--- config.mk ---
export PLATFORM = sky130hd
export DESIGN_NAME = csa_top
export DESIGN_NICKNAME = d
export VERILOG_FILES = /design/src/inc/csa_pkg.sv /design/src/inc/csa_shift_if.sv /design/src/design/csa_shifter.sv /design/src/design/csa_top.sv
export SDC_FILE = /design/constraint.sdc
export NUM_CORES = 1
export LEC_CHECK = 0
export BUFFER_PORTS_ARGS = -buffer_cell sky130_fd_sc_hd__buf_2
export CORE_ASPECT_RATIO = 2
export CORE_MARGIN = 2
export CORE_UTILIZATION = 30
export DETAILED_ROUTE_END_ITERATION = 7
export PLACE_DENSITY = 0.56
export SYNTH_ARGS = -nofsm -noshare
export SYNTH_HDL_FRONTEND = slang
export SYNTH_SLANG_ARGS = --single-unit
export TNS_END_PERCENT = 10
--- constraint.sdc ---
create_clock -name clock -period 2.86 [get_ports clock]
set_clock_uncertainty 0.2 [all_clocks]
set_input_delay 0.143 -clock clock [delete_from_list [all_inputs] [get_ports clock]]
set_output_delay 0.143 -clock clock [all_outputs]
set_load 0.03 [all_outputs]
--- src/inc/csa_pkg.sv ---
package csa_pkg;
    localparam int DATA_W = 8;
    localparam int ADDR_W = 4;
    localparam int BUF_AW = 5;
    localparam int BUF_DEPTH = 32;

    localparam logic [3:0] REG_MODE = 4'h0;
    localparam logic [3:0] REG_STATUS = 4'h1;
    localparam logic [3:0] REG_DIVISOR = 4'h2;
    localparam logic [3:0] REG_AUTO_LAST = 4'h3;
    localparam logic [3:0] REG_INTERVAL = 4'h4;
    localparam logic [3:0] REG_SHIFT = 4'h5;
    localparam logic [3:0] REG_TRIGGER = 4'h6;
    localparam logic [3:0] REG_IRQ_STATUS = 4'h7;
    localparam logic [3:0] REG_IRQ_MASK = 4'h8;
    localparam logic [3:0] REG_BUF_ADDR = 4'h9;
    localparam logic [3:0] REG_BUF_DATA = 4'hA;
    localparam logic [3:0] REG_AUTO_COUNT = 4'hB;

    localparam int MODE_EN_BIT = 7;
    localparam int MODE_TX_BIT = 3;
    localparam int STAT_BUSY_BIT = 0;
    localparam int STAT_AUTO_BIT = 1;
    localparam int TRIG_START_BIT = 0;
    localparam int TRIG_STOP_BIT = 1;
    localparam int IRQ_BYTE_BIT = 0;
    localparam int IRQ_AUTO_BIT = 1;

    localparam logic [7:0] BYTE_ZERO = 8'h00;
    localparam logic [7:0] IDLE_FILL = 8'hFF;
    localparam logic [3:0] LAST_BIT_INDEX = 4'h7;
    localparam logic [1:0] TRIG_RST = 2'h0;
    localparam logic [1:0] IRQ_RST = 2'h0;
    localparam logic [4:0] PTR_RST = 5'h00;

    typedef enum logic [3:0] {
        ST_IDLE = 4'b0001,
        ST_SINGLE = 4'b0010,
        ST_LOAD = 4'b0100,
        ST_SHIFT = 4'b1000
    } csa_state_t;
endpackage

--- src/inc/csa_shift_if.sv ---
`timescale 1ns/10ps
interface csa_shift_if;
    logic start;
    logic clear;
    logic tx_en;
    logic [7:0] tx_byte;
    logic [7:0] rx_byte;
    logic done;
    modport ctrl (output start, output clear, output tx_en, output tx_byte, input rx_byte, input done);
    modport shift (input start, input clear, input tx_en, input tx_byte, output rx_byte, output done);
endinterface

--- src/design/csa_shifter.sv ---
`timescale 1ns/10ps
module csa_shifter
    import csa_pkg::*;
(
    input wire logic clock,
    input wire logic reset,
    csa_shift_if.shift sif,
    input wire logic sck_pin,
    input wire logic si_pin,
    output logic so_pin
);
    logic sck_meta;
    logic sck_sync;
    logic sck_last;
    logic si_meta;
    logic si_sync;
    logic [7:0] shreg;
    logic [7:0] next_shreg;
    logic [7:0] rx_q;
    logic [7:0] next_rx;
    logic [3:0] cnt;
    logic [3:0] next_cnt;
    logic active;
    logic next_active;
    logic done_q;
    logic next_done;
    logic next_so;
    logic rise;
    logic fall;
    logic first_bit;

    // The partner owns the serial clock, so it is only sampled and its edges found here.
    always_ff @(posedge clock or posedge reset) begin
        if (reset) begin
            sck_meta <= 1'b1;
            sck_sync <= 1'b1;
            sck_last <= 1'b1;
            si_meta <= 1'b1;
            si_sync <= 1'b1;
        end else begin
            sck_meta <= sck_pin;
            sck_sync <= sck_meta;
            sck_last <= sck_sync;
            si_meta <= si_pin;
            si_sync <= si_meta;
        end
    end

    assign rise = sck_sync & ~sck_last;
    assign fall = ~sck_sync & sck_last;
    assign first_bit = sif.tx_en ? sif.tx_byte[7] : 1'b1;

    always_comb begin
        next_shreg = shreg;
        next_rx = rx_q;
        next_cnt = cnt;
        next_active = active;
        next_done = 1'b0;
        next_so = so_pin;
        if (sif.clear) begin
            next_active = 1'b0;
            next_cnt = 4'h0;
            next_so = 1'b1;
        end else if (sif.start) begin
            next_shreg = sif.tx_en ? sif.tx_byte : IDLE_FILL;
            next_so = first_bit;
            next_cnt = 4'h0;
            next_active = 1'b1;
        end else if (active) begin
            if (rise) begin
                next_shreg = {shreg[6:0], si_sync};
                next_cnt = cnt + 4'h1;
                if (cnt == LAST_BIT_INDEX) begin
                    next_active = 1'b0;
                    next_done = 1'b1;
                    next_rx = {shreg[6:0], si_sync};
                end
            end else if (fall) begin
                next_so = sif.tx_en ? shreg[7] : 1'b1;
            end
        end
    end

    always_ff @(posedge clock or posedge reset) begin
        if (reset) begin
            shreg <= BYTE_ZERO;
            rx_q <= BYTE_ZERO;
            cnt <= 4'h0;
            active <= 1'b0;
            done_q <= 1'b0;
            so_pin <= 1'b1;
        end else begin
            shreg <= next_shreg;
            rx_q <= next_rx;
            cnt <= next_cnt;
            active <= next_active;
            done_q <= next_done;
            so_pin <= next_so;
        end
    end

    assign sif.rx_byte = rx_q;
    assign sif.done = done_q;

    a_first_bit_out: assert property (@(posedge clock) disable iff (reset)
        sif.start && !sif.clear |=> so_pin == $past(first_bit) && active)
        else $error("first serial bit not presented after start");
    a_done_after_eight: assert property (@(posedge clock) disable iff (reset)
        done_q |-> !active && $past(cnt) == LAST_BIT_INDEX && $past(active))
        else $error("byte done without eight clock edges");
endmodule

--- src/design/csa_top.sv ---
`timescale 1ns/10ps
// Behaviour
// - Writing the shift register starts a serial transfer with no further trigger.
// - While the unit is disabled, every buffer RAM access is blocked.
// - Clearing the unit enable resets the dependent registers, which software then programs again.
// - Buffer RAM contents are kept unchanged after the unit is disabled and enabled again.
// - While busy, writes that change mode, divisor, auto_last, interval or shift are rejected.
// - A start or stop trigger acts only once the byte being shifted has completed.
// - Start and stop triggers clear themselves when the transfer complete interrupt is raised.
module csa_top (
    input wire logic clock,
    input wire logic reset,
    input wire logic [csa_pkg::ADDR_W-1:0] addr,
    input wire logic [csa_pkg::DATA_W-1:0] wdata,
    input wire logic wr,
    input wire logic rd,
    output logic [csa_pkg::DATA_W-1:0] rdata,
    input wire logic sck_pin,
    input wire logic si_pin,
    output logic so_pin,
    output logic irq
);
    import csa_pkg::*;

    csa_shift_if sif ();

    csa_state_t state;
    csa_state_t next_state;
    logic [7:0] mode;
    logic [7:0] next_mode;
    logic [7:0] divisor;
    logic [7:0] next_divisor;
    logic [4:0] auto_last;
    logic [4:0] next_auto_last;
    logic [7:0] interval;
    logic [7:0] next_interval;
    logic [7:0] shift_tx;
    logic [7:0] next_shift_tx;
    logic [1:0] trig;
    logic [1:0] next_trig;
    logic [1:0] irq_stat;
    logic [1:0] next_irq_stat;
    logic [1:0] irq_mask;
    logic [1:0] next_irq_mask;
    logic [4:0] buf_ptr;
    logic [4:0] next_buf_ptr;
    logic [4:0] auto_ptr;
    logic [4:0] next_auto_ptr;
    logic [7:0] next_rdata;
    logic next_irq;
    logic [7:0] mem [0:BUF_DEPTH-1];
    logic mem_we;
    logic [4:0] mem_wa;
    logic [7:0] mem_wd;
    logic busy;
    logic unit_en;
    logic unit_drop;
    logic start_now;
    logic evt_byte;
    logic evt_auto;
    logic wr_mode;

    assign busy = (state != ST_IDLE);
    assign unit_en = mode[MODE_EN_BIT];
    assign wr_mode = wr && addr == REG_MODE && (!busy || wdata == mode);
    assign unit_drop = wr_mode && unit_en && !wdata[MODE_EN_BIT];

    csa_shifter u_shifter (
        .clock(clock),
        .reset(reset),
        .sif(sif.shift),
        .sck_pin(sck_pin),
        .si_pin(si_pin),
        .so_pin(so_pin)
    );

    assign sif.start = start_now;
    assign sif.clear = ~unit_en;
    assign sif.tx_en = mode[MODE_TX_BIT];
    assign sif.tx_byte = (state == ST_LOAD) ? mem[auto_ptr] : next_shift_tx;

    // Transfer sequencing and the single and automatic engines.
    always_comb begin
        next_state = state;
        next_shift_tx = shift_tx;
        next_auto_ptr = auto_ptr;
        start_now = 1'b0;
        evt_byte = 1'b0;
        evt_auto = 1'b0;
        mem_we = 1'b0;
        mem_wa = buf_ptr;
        mem_wd = wdata;
        case (state)
            ST_IDLE: begin
                if (wr && addr == REG_SHIFT && unit_en) begin
                    next_shift_tx = wdata;
                    start_now = 1'b1;
                    next_state = ST_SINGLE;
                end else if (trig[TRIG_START_BIT] && unit_en) begin
                    next_auto_ptr = PTR_RST;
                    next_state = ST_LOAD;
                end
            end
            ST_SINGLE: begin
                if (sif.done) begin
                    evt_byte = 1'b1;
                    next_state = ST_IDLE;
                end
            end
            ST_LOAD: begin
                start_now = 1'b1;
                next_state = ST_SHIFT;
            end
            ST_SHIFT: begin
                if (sif.done) begin
                    evt_byte = 1'b1;
                    mem_we = 1'b1;
                    mem_wa = auto_ptr;
                    mem_wd = sif.rx_byte;
                    if (trig[TRIG_STOP_BIT] || auto_ptr == auto_last) begin
                        evt_auto = 1'b1;
                        next_state = ST_IDLE;
                    end else begin
                        next_auto_ptr = auto_ptr + 5'h01;
                        next_state = ST_LOAD;
                    end
                end
            end
            default: begin
                next_state = ST_IDLE;
            end
        endcase
        if (!mem_we && wr && addr == REG_BUF_DATA && unit_en) begin
            mem_we = 1'b1;
        end
        if (unit_drop) begin
            next_state = ST_IDLE;
            next_shift_tx = BYTE_ZERO;
            next_auto_ptr = PTR_RST;
            start_now = 1'b0;
            mem_we = 1'b0;
        end
    end

    // Register writes; a busy unit only accepts rewrites of the current value for mode, divisor, auto_last and interval.
    always_comb begin
        next_mode = mode;
        next_divisor = divisor;
        next_auto_last = auto_last;
        next_interval = interval;
        next_trig = trig;
        next_irq_mask = irq_mask;
        next_buf_ptr = buf_ptr;
        next_irq_stat = irq_stat;
        if (wr_mode) begin
            next_mode = wdata;
        end
        if (wr && addr == REG_DIVISOR && (!busy || wdata == divisor)) begin
            next_divisor = wdata;
        end
        if (wr && addr == REG_AUTO_LAST && (!busy || wdata[4:0] == auto_last)) begin
            next_auto_last = wdata[4:0];
        end
        if (wr && addr == REG_INTERVAL && (!busy || wdata == interval)) begin
            next_interval = wdata;
        end
        if (wr && addr == REG_TRIGGER) begin
            next_trig = wdata[1:0];
        end
        if (wr && addr == REG_IRQ_MASK) begin
            next_irq_mask = wdata[1:0];
        end
        if (wr && addr == REG_BUF_ADDR && unit_en) begin
            next_buf_ptr = wdata[4:0];
        end else if ((wr || rd) && addr == REG_BUF_DATA && unit_en) begin
            next_buf_ptr = buf_ptr + 5'h01;
        end
        if (wr && addr == REG_IRQ_STATUS) begin
            next_irq_stat = irq_stat & ~wdata[1:0];
        end
        // A new event wins over a clear in the same cycle.
        if (evt_byte) begin
            next_irq_stat[IRQ_BYTE_BIT] = 1'b1;
        end
        if (evt_auto) begin
            next_irq_stat[IRQ_AUTO_BIT] = 1'b1;
            next_trig = TRIG_RST;
        end
        if (unit_drop) begin
            next_divisor = BYTE_ZERO;
            next_auto_last = PTR_RST;
            next_interval = BYTE_ZERO;
            next_trig = TRIG_RST;
            next_buf_ptr = PTR_RST;
        end
        next_irq = |(next_irq_stat & next_irq_mask);
    end

    // Read data for the cycle after the strobe; status bit 7 is reserved and reads zero.
    always_comb begin
        next_rdata = BYTE_ZERO;
        if (rd) begin
            case (addr)
                REG_MODE: next_rdata = mode;
                REG_STATUS: next_rdata = {6'h00, (state == ST_LOAD || state == ST_SHIFT), busy};
                REG_DIVISOR: next_rdata = divisor;
                REG_AUTO_LAST: next_rdata = {3'h0, auto_last};
                REG_INTERVAL: next_rdata = interval;
                REG_SHIFT: next_rdata = sif.rx_byte;
                REG_TRIGGER: next_rdata = {6'h00, trig};
                REG_IRQ_STATUS: next_rdata = {6'h00, irq_stat};
                REG_IRQ_MASK: next_rdata = {6'h00, irq_mask};
                REG_BUF_ADDR: next_rdata = {3'h0, buf_ptr};
                REG_BUF_DATA: next_rdata = unit_en ? mem[buf_ptr] : BYTE_ZERO;
                REG_AUTO_COUNT: next_rdata = {3'h0, auto_ptr};
                default: next_rdata = BYTE_ZERO;
            endcase
        end
    end

    always_ff @(posedge clock or posedge reset) begin
        if (reset) begin
            state <= ST_IDLE;
            mode <= BYTE_ZERO;
            divisor <= BYTE_ZERO;
            auto_last <= PTR_RST;
            interval <= BYTE_ZERO;
            shift_tx <= BYTE_ZERO;
            trig <= TRIG_RST;
            irq_stat <= IRQ_RST;
            irq_mask <= IRQ_RST;
            buf_ptr <= PTR_RST;
            auto_ptr <= PTR_RST;
            rdata <= BYTE_ZERO;
            irq <= 1'b0;
        end else begin
            state <= next_state;
            mode <= next_mode;
            divisor <= next_divisor;
            auto_last <= next_auto_last;
            interval <= next_interval;
            shift_tx <= next_shift_tx;
            trig <= next_trig;
            irq_stat <= next_irq_stat;
            irq_mask <= next_irq_mask;
            buf_ptr <= next_buf_ptr;
            auto_ptr <= next_auto_ptr;
            rdata <= next_rdata;
            irq <= next_irq;
        end
    end

    // The buffer has no reset, and a disable leaves its contents as they were.
    always_ff @(posedge clock) begin
        if (mem_we) begin
            mem[mem_wa] <= mem_wd;
        end
    end

    a_write_starts_busy: assert property (@(posedge clock) disable iff (reset)
        wr && addr == REG_SHIFT && unit_en && !busy |=> busy ##0 state == ST_SINGLE)
        else $error("shift register write did not start a transfer");
    a_shift_rejected_auto: assert property (@(posedge clock) disable iff (reset)
        wr && addr == REG_SHIFT && (state == ST_SHIFT || state == ST_LOAD) |=> $stable(shift_tx))
        else $error("shift register changed during automatic transfer");
    a_buf_read_blocked: assert property (@(posedge clock) disable iff (reset)
        rd && addr == REG_BUF_DATA && !unit_en |=> rdata == BYTE_ZERO && $stable(buf_ptr))
        else $error("buffer reachable while unit disabled");
    a_disable_clears: assert property (@(posedge clock) disable iff (reset)
        $fell(unit_en) |-> divisor == BYTE_ZERO && trig == TRIG_RST && !busy && auto_last == PTR_RST)
        else $error("dependent registers kept after unit disable");
    a_busy_locks_div: assert property (@(posedge clock) disable iff (reset)
        busy && wr && addr == REG_DIVISOR && wdata != divisor |=> $stable(divisor))
        else $error("divisor changed while busy");
    a_busy_locks_mode: assert property (@(posedge clock) disable iff (reset)
        busy && wr && addr == REG_MODE && wdata != mode |=> $stable(mode))
        else $error("mode changed while busy");
    a_stop_waits_byte: assert property (@(posedge clock) disable iff (reset)
        state == ST_SHIFT && trig[TRIG_STOP_BIT] && !sif.done && unit_en |=> state == ST_SHIFT)
        else $error("stop acted before the byte completed");
    a_trig_self_clear: assert property (@(posedge clock) disable iff (reset)
        evt_auto |=> trig == TRIG_RST && irq_stat[IRQ_AUTO_BIT])
        else $error("triggers not cleared with completion interrupt");
    a_busy_holds: assert property (@(posedge clock) disable iff (reset)
        busy && !sif.done && unit_en && !unit_drop |=> busy)
        else $error("busy dropped before the last bit");
    a_busy_ends: assert property (@(posedge clock) disable iff (reset)
        state == ST_SINGLE && sif.done |=> !busy ##0 irq_stat[IRQ_BYTE_BIT])
        else $error("busy not cleared after last bit");
    a_busy_locks_ivl: assert property (@(posedge clock) disable iff (reset)
        busy && wr && addr == REG_INTERVAL && wdata != interval |=> $stable(interval))
        else $error("interval changed while busy");
    a_buf_write_blocked: assert property (@(posedge clock) disable iff (reset)
        !unit_en |-> !mem_we)
        else $error("buffer written while unit disabled");
endmodule

# Word level (Yosys, flattened, before mapping)
# Memories as Yosys holds them, arrays and structs flattened.
# Index checks and enable logic that the tools add are counted.
[word_totals] output_inout_bits=10 word_cells=196 mem_bits_rw=256 register_bits=94 n_memories=1 input_bits=18
[mem_list] memory="mem" words=32 width=8 rd=2 rd_ports_with_merged_regs=0 wr=1 line_no="csa_top.sv:51" source="logic [7:0] mem [0:BUF_DEPTH-1];"
[op_classes] reduce_logical=50 add_sub_neg=3 n_bitwise=8 n_eq_ne=32 n_mux=78
[op_table] cell="$mux W8" count=16
[op_table] cell="$pmux W8 S12" count=1
[op_table] cell="$mux W5" count=12
[op_table] cell="$mux W4" count=9
[op_table] cell="$mux W1" count=31
[op_table] cell="$eq A4 B3 Y1 const B" count=6
[op_table] cell="$eq A8 B8 Y1" count=3
[op_table] cell="$logic_and A1 B1 Y1" count=23
[op_table] cell="$eq A4 B4 Y1 const B" count=5
[op_table] cell="$pmux W4 S4" count=1
[op_table] cell="$ne A3 B2 Y1 const B" count=5
[op_table] cell="$eq A4 B2 Y1 const B" count=3
[op_table] cell="$ne A3 B3 Y1 const B" count=4
[op_table] cell="$add A5 B1 Y5 const B" count=2
[op_table] cell="$eq A5 B5 Y1" count=2
[op_table] cell="$mux W2" count=5
[op_table] cell="$pmux W5 S2" count=1
[op_table] cell="$reduce_and A5 Y1" count=2
[op_table] cell="$reduce_bool A2 Y1" count=5
[op_table] cell="$reduce_and A3 Y1" count=3
[op_table] cell="$reduce_bool A3 Y1" count=3
[op_table] cell="$eq A4 B1 Y1 const B" count=2
[op_table] cell="$logic_or A1 B1 Y1" count=7
[op_table] cell="$add A4 B1 Y4 const B" count=1
[op_table] cell="other kinds (12)" count=19

# Logic depth before layout (Yosys ltp)
[depth] depth_word=11 depth_mapped=10

# Cells and area by module
# A second synthesis with hierarchy kept.
[unflattened] hier_cells=1173 area_unflattened_um2=17382.9
[modules_own_cells] mod="csa_top" area_each_um2=16213.0 n_inst=1 cells_each=1084 seq_area_each_um2=9340.2
[modules_own_cells] mod="csa_shifter" area_each_um2=1169.9 n_inst=1 cells_each=89 seq_area_each_um2=708.2

# Least setup slack after synthesis
# No wires, ideal clock.
[synth_path] path_kind="flip-flop to flip-flop" startpoint="reg buf_ptr[0]" endpoint="reg rdata[6] (netlist bit)" path_stages_with_launch=8 synth_period_minus_slack_ns=2.720 slack_ns=0.140 setup_ns=0.130 arrival_time_ns=2.390 path_cell_list="dfrtp_1 clkbuf_1 buf_2 buf_2 mux4_2 mux4_2 a22oi_1 o21ai_0"
[synth_between] elab_chain_cells=4
[synth_rtl] item="from (decl)" line_no="csa_top.sv:45" source="logic [4:0] buf_ptr;"
[synth_rtl] item="from (signal assigned)" line_no="csa_top.sv:246" source="buf_ptr <= next_buf_ptr;"
[synth_rtl] item="$mem_v2 Z32 W8"
[synth_rtl] item="$mux W8" line_no="csa_top.sv:214" source="REG_BUF_DATA: next_rdata = unit_en ? mem[buf_ptr] : BYTE_ZERO;"
[synth_rtl] item="$pmux W8 S12" line_no="csa_top.sv:203" source="case (addr)"
[synth_rtl] item="$mux W8" line_no="csa_top.sv:202" source="if (rd) begin"
[synth_rtl] item="via next_rdata[6]" line_no="csa_top.sv:49" source="logic [7:0] next_rdata;"
[synth_rtl] item="to (signal assigned)" line_no="csa_top.sv:248" source="rdata <= next_rdata;"
[synth_rtl] item="to (decl)" line_no="csa_top.sv:17" source="output logic [csa_pkg::DATA_W-1:0] rdata,"
# The timed path passes the listed nets, and every way through them passes these cells.
# A chain may end at the register's enable or synchronous reset.

# Worst setup path in the final report
[layout_path] startpoint="reg buf_ptr[0]" endpoint="reg rdata[3] (netlist bit)"
# Same word-level chain as after synthesis.

==> run summary <==
Die height = 344 µm
Rows = 124
CTS tree = done
Worst-margin pin slew = 1.13 ns
Clk buf depth = 3
Kind of critical path = reg -> reg
# IOs = 28
DIE WIDTH = 174 µm
Worst-path fanout max = 22
Tot Pwr = 16.0 mW
Peak VDD IR = 0.419 mV
Final instance area = 20700 µm²
Total core area = 57100 µm²
Pint = 10.6 mW
Worst Path Required = 3.11 ns
PwrDens = 775 nW/µm²
Share of cells above drive strength 1 = 32.7%
Slowest CP cell = mux4_2
Cell Chain, Critical Path = buf_12 > mux4_2 > mux4_2 > o2111ai_2 > a21boi_0
TNS Setup = 0 ns
Filler cells = 5481
F_max = 352 MHz
Crit end category = flip-flop
Largest stage delay, worst path = 0.63 ns
First-pass GRT wire length = 84400 µm
Vias = 11200
Antenna violations before repair = 1
Yosys warns = 0
Post-layout net count = 1336
Async set-reset flop share out of synthesis = 26.6%
Crit path time final = 2.84 ns
Gpl congestion = 0.952
Vias per cell = 5.35
Combinational share of power = 34.4%
DRC Markers = 0
Placed inst area = 19300 µm²
Starting Density = 30.4%
GR Util met2 = 37.3%
Main flop type after synthesis = edfxtp_1
Detail Route Antenna Nets = 0
Unrepaired setup endpoints after global routing = yes
Rel. slew slack = 24.4%
Clock root cell = clkbuf_16
Num CTS Buffers = 31
Diodes inserted = 0
CP most frequent cell = mux4_2
Vias in the first global route = 12200
Clock slew at reported path FFs = 0.07 ns
Critical path launch point type = flip-flop
CTS sink cnt = 349
Part of the power in registers = 38.5%
Met3 Track Usage GR = 2.66%
Max-cap violations = 0
EDFF count, synth = 256
Clk pwr share = 27.0%
Top cell type's share of synthesized area = 44.3%
Worst-Skew Late Latency = 0.60 ns
Die area = 59900 µm²
Grt ovf = 0
Leakage = 7.11 nW
Dpl hpwl = 44600 µm
WL/cell = 27.9 µm
Final worst-path cycle share = 99.3%
Synthesis-stage register bit count = 349
H-tree depth = 1
Net Switching = 5.47 mW
Final-report hold violation count = 0
Largest net degree at the start of global routing = 41
Buf/Inv on CP = 1
Final Slew Violations = 0
Delay-heaviest family, CP = multiplexers
Final setup violation count = 0
GRT Util Overall = 19.6%
Top post-synthesis cells by area = edfxtp_1 (44%), mux4_2 (17%), dfrtp_1 (12%)
Most common cell after layout, fill and taps aside = edfxtp_1
Sequential share of the synthesized area = 57.8%
Avg Synthesized Cell Area = 14.8 µm²
Mapped Nets = 1197
Top Usage Layer GRT = met2
IO buf count = 27
Post-layout util = 36.2%
Switching share of power = 34.1%
Mapped Area = 17300 µm²
Min-delay worst type = in -> reg
Global-route track usage on met1 = 16.5%
WL final = 58400 µm
Mapped Cells = 1176
Yosys cell types = 71
Status = finished clean
1st-iter DRT viols = 996
Synth-to-Final Area Change = 19.3%
Detailed Routing Iterations Pass 1 = 8
CP Data Arrival Time = 3.09 ns
Most used cells in the layout excluding fill and tap cells = edfxtp_1 (256), buf_4 (131), mux4_2 (129)
Area leader, netlist = edfxtp_1
==> cell usage after synthesis, types with 3 or more instances <==
cell type  count
or2_2          6
nor3b_1        4
a31oi_1       16
a221oi_1       3
a311oi_1       3
nor2_1       114
o22ai_1        5
clkbuf_1      50
a211oi_1       4
o32ai_1        4
nor3_1        24
buf_1         10
mux2_2        30
edfxtp_1     256
o211ai_1       3
xor2_1        24
nand4_1       10
nor4b_1        3
xnor2_1       18
dfstp_2        7
inv_1         14
nor2b_1        7
buf_2         21
o21ai_0       30
o31ai_1        5
nand2_1       58
o21ai_1        3
ha_1           3
a22o_1         4
a21oi_1       24
nor4_1        14
a22oi_1       11
mux4_2       129
o221ai_1       4
dfrtp_1       86
o31a_1         6
nand3_1       21
buf_6          4
and3_1         5
mux2i_1       78
o32a_1         3
nand2b_1       8
nand3b_1       5
nor3_2         3
or3_1          4
==> flip-flops by register name, indices dropped and copies added, names as in the netlist, 2 cells and up <==
name                   count
state                      4
auto_last                  5
irq_mask                   2
irq_stat                   2
auto_ptr                   5
mem                      256
u_shifter.cnt              4
u_shifter.shreg            8
buf_ptr                    5
shift_tx                   7
divisor                    8
mode                       8
rdata                      8
u_shifter.sif.rx_byte      8
trig                       2
interval                   8
==> what timing repair did <==
| item | 4_1_cts | 5_1_grt |
|---|---|---|
| pin swaps | 1 | 0 |
| setup buffers | 0 | 3 |
| endpoints found under the setup margin | 14 | 99 |
| hold buffers | 18 | 0 |
| endpoints found under the hold margin | 141 | 0 |
| resized for setup | 8 | 18 |
==> worst register-to-register path, delay by kind of cell, from the launching register on <==
family	cells	cell delay (ns)
buffers and inverters	1	0.27
flip-flops	1	0.59
multiplexers	2	1.19
AO/OA/AOI/OAI	2	0.46
==> worst paths after layout <==
check | from | to | slack, ns | cells after the start
worst min register to register | u_shifter.si_meta | u_shifter.si_sync | 0.16 | 0
worst max register to register | buf_ptr[0] | rdata[3] | 0.02 | 5
worst max-delay path | buf_ptr[0] | rdata[3] | 0.02 | 5
worst min-delay path | addr[1] | rdata[5] | 0.03 | 5
max in group asynchronous | reset | state[0] | 1.20 | 5
min in group asynchronous | reset | mode[5] | 0.49 | 4
==> power groups by stage <==
stage	logic, mW	registers (mW)	clock network, mW
final	5.52	6.18	4.34
after global routing	5.76	6.21	4.61
after CTS	5.34	6.22	4.43
after detailed placement	5.29	6.32	0
after global placement	5.26	6.31	0
after floorplan	3.35	6.05	0
==> metrics by stage <==
stage,setup slack (ns),std cells,hold WS (ns)
2_1_floorplan,0.108,1176,-0.0525
3_3_place_gp,-0.402,2017,0.00821
3_5_place_dp,-0.389,2017,0.00942
4_1_cts,0.0108,2091,0.00852
5_1_grt,-0.0184,2094,0.0627
6_report,0.0202,2094,0.0327
==> area by class of cell <==
class	count	area, µm²	share of cell area, %
clock inverter	23	244	1.18
inverter	15	58.8	0.284
multi-input combinational	723	6960	33.6
sequential	349	10000	48.5
tap	756	946	4.57
timing repair buffer	195	1670	8.07
clock buffer	33	783	3.78
==> layer usage <==
metal	wire length [µm]	part of all wire [%]
met5	13	0.022
met2	31600	54
met1	17200	29
met4	7320	13
met3	2200	3.8
==> cells by family (layout without fill, tap and decap cells) <==
family | after synthesis | in the layout | synth area share [%]
AO/OA/AOI/OAI | 145 | 145 | 5.74
flip-flops | 349 | 349 | 57.8
multiplexers | 237 | 237 | 23.2
adder cells (fa/ha/maj) | 3 | 3 | 0.216
AND/OR/NAND/NOR | 296 | 296 | 8.26
XOR/XNOR | 42 | 42 | 2.12
buffers and inverters | 104 | 266 | 2.68
(Power assumes the default switching activity.)
